### config.mk
export PLATFORM = sky130hd
export DESIGN_NAME = adcc_top
export DESIGN_NICKNAME = d
export VERILOG_FILES = /design/src/adcc_pkg.sv /design/src/adcc_sync2.sv /design/src/adcc_link_fsm.sv /design/src/adcc_top.sv
export VERILOG_INCLUDE_DIRS = /design/src /design/src/src
export SDC_FILE = /design/constraint.sdc
export NUM_CORES = 1
export LEC_CHECK = 0
export ABC_CLOCK_PERIOD_IN_PS = 6700
export BUFFER_PORTS_ARGS = -buffer_cell sky130_fd_sc_hd__buf_2
export CAP_MARGIN = 10
export CORE_MARGIN = 2
export CORE_UTILIZATION = 55
export CTS_CLUSTER_DIAMETER = 40
export DETAILED_ROUTE_END_ITERATION = 6
export PLACE_DENSITY = 0.85
export SLEW_MARGIN = 20
export SYNTH_ARGS = -nofsm -noshare
export SYNTH_HDL_FRONTEND = slang
export SYNTH_SLANG_ARGS = --single-unit
### constraint.sdc
create_clock -name aclk -period 6.7 [get_ports aclk]
set_clock_uncertainty 0.2 [all_clocks]
set_input_delay 0.67 -clock aclk [delete_from_list [all_inputs] [get_ports aclk]]
set_output_delay 0.67 -clock aclk [all_outputs]
set_load 0.005 [all_outputs]
### src/adcc_params.svh
// Register offsets, field positions, reset values and timing counts
`ifndef ADCC_PARAMS_SVH
`define ADCC_PARAMS_SVH
`define ADCC_IDX_TAP6 12'h453
`define ADCC_IDX_TAP7 12'h455
`define ADCC_IDX_TAP8 12'h457
`define ADCC_IDX_TAP9 12'h459
`define ADCC_IDX_CTRL 12'h500
`define ADCC_IDX_LINK 12'h501
`define ADCC_IDX_CAL 12'h502
`define ADCC_IDX_STAT 12'h503
`define ADCC_COEF_W 12
`define ADCC_COEF_RST 12'h000
`define ADCC_CTRL_RESET_BIT 0
`define ADCC_CTRL_LINK_RUN_BIT 1
`define ADCC_CTRL_CAL_RUN_BIT 2
`define ADCC_CTRL_OVR_BIT 3
`define ADCC_CTRL_KICK_BIT 4
`define ADCC_CTRL_SYNCSRC_BIT 5
`define ADCC_CAL_BG_BIT 0
`define ADCC_CAL_OFS_BIT 1
`define ADCC_RESET_HOLD_NS 1000
`define ADCC_CLK_PERIOD_NS 5
`define ADCC_RESET_CYCLES \
  ((`ADCC_RESET_HOLD_NS + `ADCC_CLK_PERIOD_NS - 1) / `ADCC_CLK_PERIOD_NS)
`endif

### src/adcc_pkg.sv
// Types shared by the configuration block
package adcc_pkg;
  typedef struct packed {
    logic link_run;
    logic cal_run;
    logic overrange_detect_on;
    logic sync_from_ts;
    logic cal_background;
    logic cal_offset;
    logic [4:0] link_format_select;
    logic [4:0] multiframe_length_minus_one;
  } adcc_cfg_t;
  typedef struct packed {
    logic signed [11:0] tap6;
    logic signed [11:0] tap7;
    logic signed [11:0] tap8;
    logic signed [11:0] tap9;
  } adcc_taps_t;
endpackage

### src/adcc_sync2.sv
// Two-flop synchroniser for a pin level
`timescale 1ns/1ps
module adcc_sync2 (
  input wire logic aclk,
  input wire logic aresetn,
  input wire logic din,
  output logic dout
);
  logic meta;
  always_ff @(posedge aclk) begin
    if (!aresetn) begin
      meta <= 1'b0;
      dout <= 1'b0;
    end else begin
      meta <= din;
      dout <= meta;
    end
  end
endmodule

### src/adcc_link_fsm.sv
// Serial-link phase state machine driven by the receiver's sync request
`timescale 1ns/1ps
module adcc_link_fsm (
  input wire logic aclk,
  input wire logic aresetn,
  input wire logic run,
  input wire logic sync_req,
  output logic [1:0] phase
);
  typedef enum {ST_STOP, ST_CGS, ST_ILAS, ST_DATA} adcc_link_st_t;
  adcc_link_st_t st;
  // Receiver holds sync low to request alignment, high to release
  always_ff @(posedge aclk) begin
    if (!aresetn || !run) begin
      st <= ST_STOP;
    end else begin
      case (st)
        ST_STOP: st <= ST_CGS;
        ST_CGS: if (sync_req) st <= ST_ILAS;
        ST_ILAS: st <= sync_req ? ST_DATA : ST_CGS;
        ST_DATA: if (!sync_req) st <= ST_CGS;
        default: st <= ST_STOP;
      endcase
    end
  end
  always_comb begin
    case (st)
      ST_STOP: phase = 2'h0;
      ST_CGS: phase = 2'h1;
      ST_ILAS: phase = 2'h2;
      default: phase = 2'h3;
    endcase
  end
endmodule

### src/adcc_top.sv
// Startup configuration and channel B equalizer taps over AXI4-Lite
//
// Design decision made here: the AXI4-Lite register port.
`timescale 1ns/1ps
`include "adcc_params.svh"
// Functional notes
// - Writing one to reset trigger resets; host waits 1 us after.
// - Link run zero holds the link state machine stopped.
// - Calibration run zero holds the calibration state machine stopped.
// - Sync source select picks single-ended or timestamp pair input.
// - Foreground/background and offset calibration are selectable.
// - Calibration run one enables the calibration state machine.
// - Overrange detect enable bit exists, set before link restart.
// - Link run one restarts the link state machine.
// - Link phases follow the receiver's sync signal.
// - Calibration starts on a zero-to-one edge of the kick bit; here only with calibration run already one and kept one.
// - Tap registers: signed 12 bits, reset zero, upper four reserved.
// - Taps six to nine in ascending address order.
// - Nine-tap equalizer; centre tap 18 bits, outer taps 12 bits.
module adcc_top (
  input wire logic aclk,
  input wire logic aresetn,
  input wire logic [15:0] s_axi_awaddr,
  input wire logic s_axi_awvalid,
  output logic s_axi_awready,
  input wire logic [31:0] s_axi_wdata,
  input wire logic [3:0] s_axi_wstrb,
  input wire logic s_axi_wvalid,
  output logic s_axi_wready,
  output logic [1:0] s_axi_bresp,
  output logic s_axi_bvalid,
  input wire logic s_axi_bready,
  input wire logic [15:0] s_axi_araddr,
  input wire logic s_axi_arvalid,
  output logic s_axi_arready,
  output logic [31:0] s_axi_rdata,
  output logic [1:0] s_axi_rresp,
  output logic s_axi_rvalid,
  input wire logic s_axi_rready,
  input wire logic single_ended_sync_input,
  input wire logic timestamp_sync_input,
  input wire logic cal_done,
  output adcc_pkg::adcc_cfg_t cfg,
  output adcc_pkg::adcc_taps_t taps,
  output logic cal_start,
  output logic [1:0] link_phase,
  output logic soft_reset_active
);
  ////////////////////////////////////////////////////////////////////////
  logic have_aw, have_w;
  logic [15:0] wr_addr;
  logic [31:0] wr_data;
  logic [3:0] wr_strb;
  logic [11:0] reset_cnt;
  logic soft_rst;
  logic kick;
  logic cal_busy;
  logic sync_se, sync_ts, sync_sel;
  logic [1:0] phase;

  // Byte address is four times the register index
  function automatic logic [11:0] reg_idx(input logic [15:0] a);
    reg_idx = a[13:2];
  endfunction

  // Only the low lane pair carries data; the reserved nibble is dropped,
  // so a tap never holds more than its twelve coefficient bits
  function automatic logic [11:0] tap_merge(input logic [11:0] old,
                                            input logic [31:0] d,
                                            input logic [3:0] s);
    logic [15:0] m;
    m = {s[1] ? d[15:8] : {4'h0, old[11:8]}, s[0] ? d[7:0] : old[7:0]};
    tap_merge = m[11:0];
  endfunction

  function automatic logic mapped(input logic [11:0] i);
    mapped = (i == `ADCC_IDX_TAP6) || (i == `ADCC_IDX_TAP7) ||
             (i == `ADCC_IDX_TAP8) || (i == `ADCC_IDX_TAP9) ||
             (i == `ADCC_IDX_CTRL) || (i == `ADCC_IDX_LINK) ||
             (i == `ADCC_IDX_CAL) || (i == `ADCC_IDX_STAT);
  endfunction

  ////////////////////////////////////////////////////////////////////////
  // Write channel capture: address and data in either order
  wire do_write = have_aw && have_w && !s_axi_bvalid;
  always_ff @(posedge aclk) begin
    if (!aresetn) begin
      have_aw <= 1'b0;
      have_w <= 1'b0;
      wr_addr <= 16'h0000;
      wr_data <= 32'h00000000;
      wr_strb <= 4'h0;
      s_axi_bvalid <= 1'b0;
      s_axi_bresp <= 2'h0;
    end else begin
      if (s_axi_awvalid && s_axi_awready) begin
        have_aw <= 1'b1;
        wr_addr <= s_axi_awaddr;
      end
      if (s_axi_wvalid && s_axi_wready) begin
        have_w <= 1'b1;
        wr_data <= s_axi_wdata;
        wr_strb <= s_axi_wstrb;
      end
      if (do_write) begin
        have_aw <= 1'b0;
        have_w <= 1'b0;
        s_axi_bvalid <= 1'b1;
        s_axi_bresp <= mapped(reg_idx(wr_addr)) ? 2'h0 : 2'h2;
      end else if (s_axi_bready) begin
        s_axi_bvalid <= 1'b0;
      end
    end
  end
  // Ready is registered: a slot reopens one cycle after it frees, which
  // costs a cycle per transfer but keeps every bus output a flop
  always_ff @(posedge aclk) begin
    if (!aresetn) begin
      s_axi_awready <= 1'b0;
      s_axi_wready <= 1'b0;
    end else begin
      if (s_axi_awvalid && s_axi_awready) s_axi_awready <= 1'b0;
      else if (!have_aw && !s_axi_bvalid) s_axi_awready <= 1'b1;
      if (s_axi_wvalid && s_axi_wready) s_axi_wready <= 1'b0;
      else if (!have_w && !s_axi_bvalid) s_axi_wready <= 1'b1;
    end
  end

  wire [11:0] widx = reg_idx(wr_addr);
  wire wr_ctrl = do_write && widx == `ADCC_IDX_CTRL && wr_strb[0];

  ////////////////////////////////////////////////////////////////////////
  // Coefficient registers, reserved nibble never stored
  always_ff @(posedge aclk) begin
    if (!aresetn || soft_rst) begin
      taps <= '0;
    end else if (do_write) begin
      case (widx)
        `ADCC_IDX_TAP6: taps.tap6 <= tap_merge(taps.tap6, wr_data,
                                               wr_strb);
        `ADCC_IDX_TAP7: taps.tap7 <= tap_merge(taps.tap7, wr_data,
                                               wr_strb);
        `ADCC_IDX_TAP8: taps.tap8 <= tap_merge(taps.tap8, wr_data,
                                               wr_strb);
        `ADCC_IDX_TAP9: taps.tap9 <= tap_merge(taps.tap9, wr_data,
                                               wr_strb);
        default: ;
      endcase
    end
  end

  ////////////////////////////////////////////////////////////////////////
  // Software reset: a write of one holds the block in reset for 1 us
  always_ff @(posedge aclk) begin
    if (!aresetn) begin
      reset_cnt <= 12'h000;
      soft_rst <= 1'b0;
    end else if (wr_ctrl && wr_data[`ADCC_CTRL_RESET_BIT]) begin
      reset_cnt <= 12'((`ADCC_RESET_CYCLES) - 1);
      soft_rst <= 1'b1;
    end else if (reset_cnt != 12'h000) begin
      reset_cnt <= reset_cnt - 12'h001;
    end else begin
      soft_rst <= 1'b0;
    end
  end
  always_ff @(posedge aclk) begin
    if (!aresetn) soft_reset_active <= 1'b0;
    else soft_reset_active <= soft_rst;
  end

  ////////////////////////////////////////////////////////////////////////
  // Control, link and calibration settings
  always_ff @(posedge aclk) begin
    if (!aresetn || soft_rst) begin
      cfg <= '0;
      kick <= 1'b0;
    end else if (do_write && wr_strb[0]) begin
      case (widx)
        `ADCC_IDX_CTRL: begin
          cfg.link_run <= wr_data[`ADCC_CTRL_LINK_RUN_BIT];
          cfg.cal_run <= wr_data[`ADCC_CTRL_CAL_RUN_BIT];
          cfg.overrange_detect_on <= wr_data[`ADCC_CTRL_OVR_BIT];
          kick <= wr_data[`ADCC_CTRL_KICK_BIT];
          cfg.sync_from_ts <= wr_data[`ADCC_CTRL_SYNCSRC_BIT];
        end
        `ADCC_IDX_LINK: begin
          // Link settings only change while the link is stopped
          if (!cfg.link_run) begin
            cfg.link_format_select <= wr_data[4:0];
            cfg.multiframe_length_minus_one <= wr_data[12:8];
          end
        end
        `ADCC_IDX_CAL: begin
          if (!cfg.cal_run) begin
            cfg.cal_background <= wr_data[`ADCC_CAL_BG_BIT];
            cfg.cal_offset <= wr_data[`ADCC_CAL_OFS_BIT];
          end
        end
        default: ;
      endcase
    end
  end

  ////////////////////////////////////////////////////////////////////////
  // Calibration kick edge and busy state
  always_ff @(posedge aclk) begin
    if (!aresetn || soft_rst) begin
      cal_start <= 1'b0;
      cal_busy <= 1'b0;
    end else begin
      // Kick only counts while calibration stays enabled across the write
      cal_start <= wr_ctrl && wr_data[`ADCC_CTRL_KICK_BIT] && !kick &&
                   cfg.cal_run &&
                   wr_data[`ADCC_CTRL_CAL_RUN_BIT];
      if (!cfg.cal_run) cal_busy <= 1'b0;
      else if (cal_start) cal_busy <= 1'b1;
      else if (cal_done) cal_busy <= 1'b0;
    end
  end

  ////////////////////////////////////////////////////////////////////////
  // Sync source pins are asynchronous
  adcc_sync2 u_sync_se (
    .aclk(aclk),
    .aresetn(aresetn),
    .din(single_ended_sync_input),
    .dout(sync_se)
  );
  adcc_sync2 u_sync_ts (
    .aclk(aclk),
    .aresetn(aresetn),
    .din(timestamp_sync_input),
    .dout(sync_ts)
  );
  assign sync_sel = cfg.sync_from_ts ? sync_ts : sync_se;

  adcc_link_fsm u_link (
    .aclk(aclk),
    .aresetn(aresetn),
    .run(cfg.link_run),
    .sync_req(sync_sel),
    .phase(phase)
  );
  always_ff @(posedge aclk) begin
    if (!aresetn) link_phase <= 2'h0;
    else link_phase <= phase;
  end

  ////////////////////////////////////////////////////////////////////////
  // Read channel, one cycle after address acceptance
  logic [31:0] rd_val;
  always_comb begin
    case (reg_idx(s_axi_araddr))
      `ADCC_IDX_TAP6: rd_val = {20'h00000, taps.tap6};
      `ADCC_IDX_TAP7: rd_val = {20'h00000, taps.tap7};
      `ADCC_IDX_TAP8: rd_val = {20'h00000, taps.tap8};
      `ADCC_IDX_TAP9: rd_val = {20'h00000, taps.tap9};
      `ADCC_IDX_CTRL: rd_val = {26'h0000000, cfg.sync_from_ts, kick,
                                cfg.overrange_detect_on, cfg.cal_run,
                                cfg.link_run, soft_rst};
      `ADCC_IDX_LINK: rd_val = {19'h00000,
                                cfg.multiframe_length_minus_one,
                                3'h0, cfg.link_format_select};
      `ADCC_IDX_CAL: rd_val = {30'h00000000, cfg.cal_offset,
                               cfg.cal_background};
      `ADCC_IDX_STAT: rd_val = {27'h0000000, sync_sel, cal_busy,
                                soft_rst, phase};
      default: rd_val = 32'h00000000;
    endcase
  end
  // Read address slot reopens once the read data has been taken
  always_ff @(posedge aclk) begin
    if (!aresetn) begin
      s_axi_arready <= 1'b0;
    end else if (s_axi_arvalid && s_axi_arready) begin
      s_axi_arready <= 1'b0;
    end else if (!s_axi_rvalid) begin
      s_axi_arready <= 1'b1;
    end
  end
  always_ff @(posedge aclk) begin
    if (!aresetn) begin
      s_axi_rvalid <= 1'b0;
      s_axi_rdata <= 32'h00000000;
      s_axi_rresp <= 2'h0;
    end else if (s_axi_arvalid && s_axi_arready) begin
      s_axi_rvalid <= 1'b1;
      s_axi_rdata <= rd_val;
      s_axi_rresp <= mapped(reg_idx(s_axi_araddr)) ? 2'h0 : 2'h2;
    end else if (s_axi_rready) begin
      s_axi_rvalid <= 1'b0;
    end
  end

  ////////////////////////////////////////////////////////////////////////
  // Soft reset length in cycles, saturating so a long hold cannot wrap
  logic [7:0] soft_len;
  always_ff @(posedge aclk) begin
    if (!aresetn || !soft_rst) soft_len <= 8'h00;
    else if (soft_len != 8'hff) soft_len <= soft_len + 8'h01;
  end

  link_stop_a: assert property (
    @(posedge aclk) disable iff (!aresetn)
    !cfg.link_run |-> ##2 link_phase == 2'h0)
    else $error("link not stopped");
  link_restart_a: assert property (
    @(posedge aclk) disable iff (!aresetn)
    $rose(cfg.link_run) && !soft_rst ##1 cfg.link_run |-> ##1
    link_phase == 2'h1)
    else $error("link did not restart");
  cal_stop_a: assert property (
    @(posedge aclk) disable iff (!aresetn)
    !cfg.cal_run |=> !cal_busy && !cal_start)
    else $error("calibration not stopped");
  kick_edge_a: assert property (
    @(posedge aclk) disable iff (!aresetn)
    cal_start |-> $rose(kick) && cfg.cal_run)
    else $error("calibration start without kick edge");
  cal_run_a: assert property (
    @(posedge aclk) disable iff (!aresetn)
    cal_start && !soft_rst |=> cal_busy)
    else $error("calibration not enabled");
  soft_reset_a: assert property (
    @(posedge aclk) disable iff (!aresetn)
    $rose(soft_rst) |-> soft_rst [*8])
    else $error("soft reset too short");
  soft_len_a: assert property (
    @(posedge aclk) disable iff (!aresetn)
    $fell(soft_rst) |-> soft_len >= 8'(`ADCC_RESET_CYCLES))
    else $error("soft reset shorter than its hold time");
  soft_clear_a: assert property (
    @(posedge aclk) disable iff (!aresetn)
    $fell(soft_rst) |-> cfg == '0 && taps == '0)
    else $error("soft reset did not clear");
  link_hold_a: assert property (
    @(posedge aclk) disable iff (!aresetn)
    cfg.link_run && !soft_rst |=> $stable(cfg.link_format_select))
    else $error("link format changed while running");
  sync_pick_a: assert property (
    @(posedge aclk) disable iff (!aresetn)
    cfg.sync_from_ts && $past(cfg.sync_from_ts) &&
    $past(cfg.sync_from_ts, 2) |->
    sync_sel == $past(timestamp_sync_input, 2))
    else $error("sync source wrong");
  cov_kick_c: cover property (@(posedge aclk) cal_start);
  cov_data_c: cover property (@(posedge aclk) link_phase == 2'h3);
  cov_reset_c: cover property (@(posedge aclk) $fell(soft_rst));
  cov_ts_c: cover property (@(posedge aclk)
    cfg.sync_from_ts && link_phase == 2'h3);
  cov_done_c: cover property (@(posedge aclk) cal_busy && cal_done);
endmodule

==> flow_summary.ini <==
[status]
status = finished clean

[pwr]
p_leak_nw = 3.30
internal_power_w = 0.00156
pwr-share-comb = 0.113
switching_share = 0.258
power_frac_clock = 0.461
ir_drop_uv = 131
pwr-share-seq = 0.426
p_per_area_mw_per_mm2 = 287
p_switching_w = 0.000543

[layout]
final_nets = 864
fillerInstances = 830
fin_util = 0.678
area_growth_pct = 20.8
fin_cells = 937
design_area_sq_mm = 0.00735
antenna_cells = 0
drive_gt1_frac = 0.235

[worst_setup_path]
crit_family = simple AND/OR/NAND/NOR gates
reg2regPathDepth = 6
cp_max_fo = 6
crit_chain = or4b_4 > nand4bb_4 > nor4_2 > buf_4 > mux2i_1 > nor2_1
crit_type = flip-flop to flip-flop
cp-end-kind = flip-flop
startpoint_type = flip-flop
crit_slowest_cell = nor4_2
required_ns = 6.90
path_depth = 6
cpPeakStageDelay_ns = 0.84
worst-path-buf-inv = 1
worstPathArrival_ns = 3.18

[route]
via_per_inst = 5.80
detail-route-antenna-nets = 0
first_pass_iters = 6
wl_per_cell_um = 17.9
drt_iter0_drc = 479
vias = 5437
route.detailed.drc = 0
wl_um = 16800

[floorplan]
core_area_sq_mm = 0.0108
die_w_um = 109
start_util = 0.562
die_h_um = 109
num_rows = 38
io_pins = 187
die-area_sq_mm = 0.0119

[sta]
rsz0062_at_grt = no
setup_viol = 0
hold_viol = 0
period_share = 0.445
drv_slew = 0
min_period_ns = 2.98
worst_pin_slew_ns = 1.04
fin_setup_tns_ns = 0
clock.fmax_mhz = 336
slew_headroom = 0.300

[synthesis]
synth-seq-area-share = 0.454
synth.distinct_cells = 58
synthCells = 665
synth_seq_cells = 138
yosys_most_used_dff = dfxtp_1
synthTopCellsByArea = dfxtp_1, mux2i_1, nand2_1, nor2_1, a21boi_0
synth_edf_count = 0
netlist_area_sq_mm = 0.00609
yosys_warnings = 0
synth_area_per_cell_sq_um = 9.15
yosys.area.top_type = dfxtp_1
synth-async-reset-ratio = 0
yosysTopAreaCellShare = 0.454

[clock_tree]
postCtsHoldBufs = 0
cts_root_buf = clkbuf_8
cts_made_buffers = 17
cts_resized = 0
cts_tree = done
clk_latency_ns = 0.54
path_clk_slew_ns = 0.06
ctsHtreeMaxLevel = 4
postCtsSetupBuffers = 0
clock_sinks = 138
clk_path_buf_depth = 2

[worst_hold_path]
worstHoldPathCells = 2
hold_path.class = input pin to flip-flop

[global_routing]
grt_pass1_vias = 5280
antenna_found_initial = 0
grt_pass1_wl_um = 26400
grt_overflow_total = 0
track_usage = 0.291
grt_max_degree = 66

[place]
port_buffers = 136
placed_cell_area_sq_mm = 0.00673
hpwlAfterDp_um = 11800
dp.cells = 905
gp_congestion = 0.935

[flow_run]
maxCapViolations = 0
==> state kept, by name (all words and copies together) (netlist names), 2 cells and up <==
name,cells
taps,48
cfg,16
s_axi_rdata,13
wr_data,13
reset_cnt,12
wr_addr,12
link_phase,2
u_link.st,2
wr_strb,2
==> cell usage in the layout, fill, tap and decap left out, types with 8 or more instances in the layout <==
master / instances
a21boi_0: 32
nand3_1: 8
dfxtp_1: 138
buf_2: 136
nor4_1: 8
o21a_1: 8
nor2_1: 91
o21ai_0: 8
conb_1: 21
nand2_1: 91
nor3_1: 8
a22oi_1: 13
mux2i_1: 71
nand2b_1: 10
clkbuf_16: 16
nor2b_1: 10
and2_1: 14
==> cell families after synthesis <==
logic type,count (synthesis),synth area share
AND/OR/NAND/NOR,281,0.236
other,1,0.000616
multiplexers,73,0.120
flip-flops,138,0.454
buffers and inverters,63,0.0536
AO/OA/AOI/OAI,98,0.119
XOR/XNOR,9,0.0130
adder cells (fa/ha/maj),2,0.00411
==> Yosys cell counts, drive strengths merged (6+ instances only) <==
| cell | instances |
|---|---|
| dfxtp | 138 |
| nand2 | 91 |
| nor2 | 91 |
| mux2i | 71 |
| a21boi | 32 |
| clkbuf | 31 |
| buf | 27 |
| and2 | 15 |
| nor4 | 14 |
| a22oi | 13 |
| nand2b | 11 |
| o21ai | 11 |
| nor2b | 10 |
| nand3 | 9 |
| nor3 | 8 |
| o21a | 8 |
| xnor2 | 6 |
==> path summary, 6_finish.rpt <==
| kind | slack [ns] | start | end |
|---|---|---|---|
| min | 0.14 | timestamp_sync_input | u_sync_ts.meta |
| max | 3.72 | wr_addr[13] | cfg[0] |
| min reg2reg | 0.24 | u_sync_se.meta | u_sync_se.dout |
| max reg2reg | 3.72 | wr_addr[13] | cfg[0] |
==> metrics by stage <==
step | setup WS [ns] | hold WS [ns] | power [W]
finish | 3.72 | 0.141 | 0.00211
floorplan | 4.22 | 0.212 | 0.00109
CTS | 3.71 | 0.134 | 0.00211
detailed placement | 3.45 | 0.226 | 0.00115
global placement | 3.45 | 0.224 | 0.00113
global route | 3.59 | 0.145 | 0.00218
==> final cells by class <==
cell class / count / area, sq um / share of cell area
Clock buffer: 17 / 414 / 0.0563
Clock inverter: 15 / 199 / 0.0271
Inverter: 5 / 18.8 / 0.00255
Multi-Input combinational cell: 484 / 3090 / 0.420
Sequential cell: 138 / 2760 / 0.376
Tap cell: 140 / 175 / 0.0238
Timing Repair Buffer: 138 / 696 / 0.0946
==> power groups by stage <==
stage	combinational (W)	sequential, W	clock, W
6_report	0.000239	0.000897	0.000971
5_1_grt	0.000270	0.000902	0.00101
4_1_cts	0.000238	0.000895	0.000973
3_5_place_dp	0.000235	0.000912	0
3_3_place_gp	0.000217	0.000909	0
2_1_floorplan	0.000191	0.000899	0
==> metal layers <==
layer / up-vias / part of all wire / global-route usage
met4: 0 / 0.033 / 0.153
li1: 2510 / - / -
met3: 44 / 0.096 / 0.0741
met5: - / 0 / 0
met1: 2576 / 0.40 / 0.358
met2: 307 / 0.47 / 0.468
(Power assumes the default switching activity.)
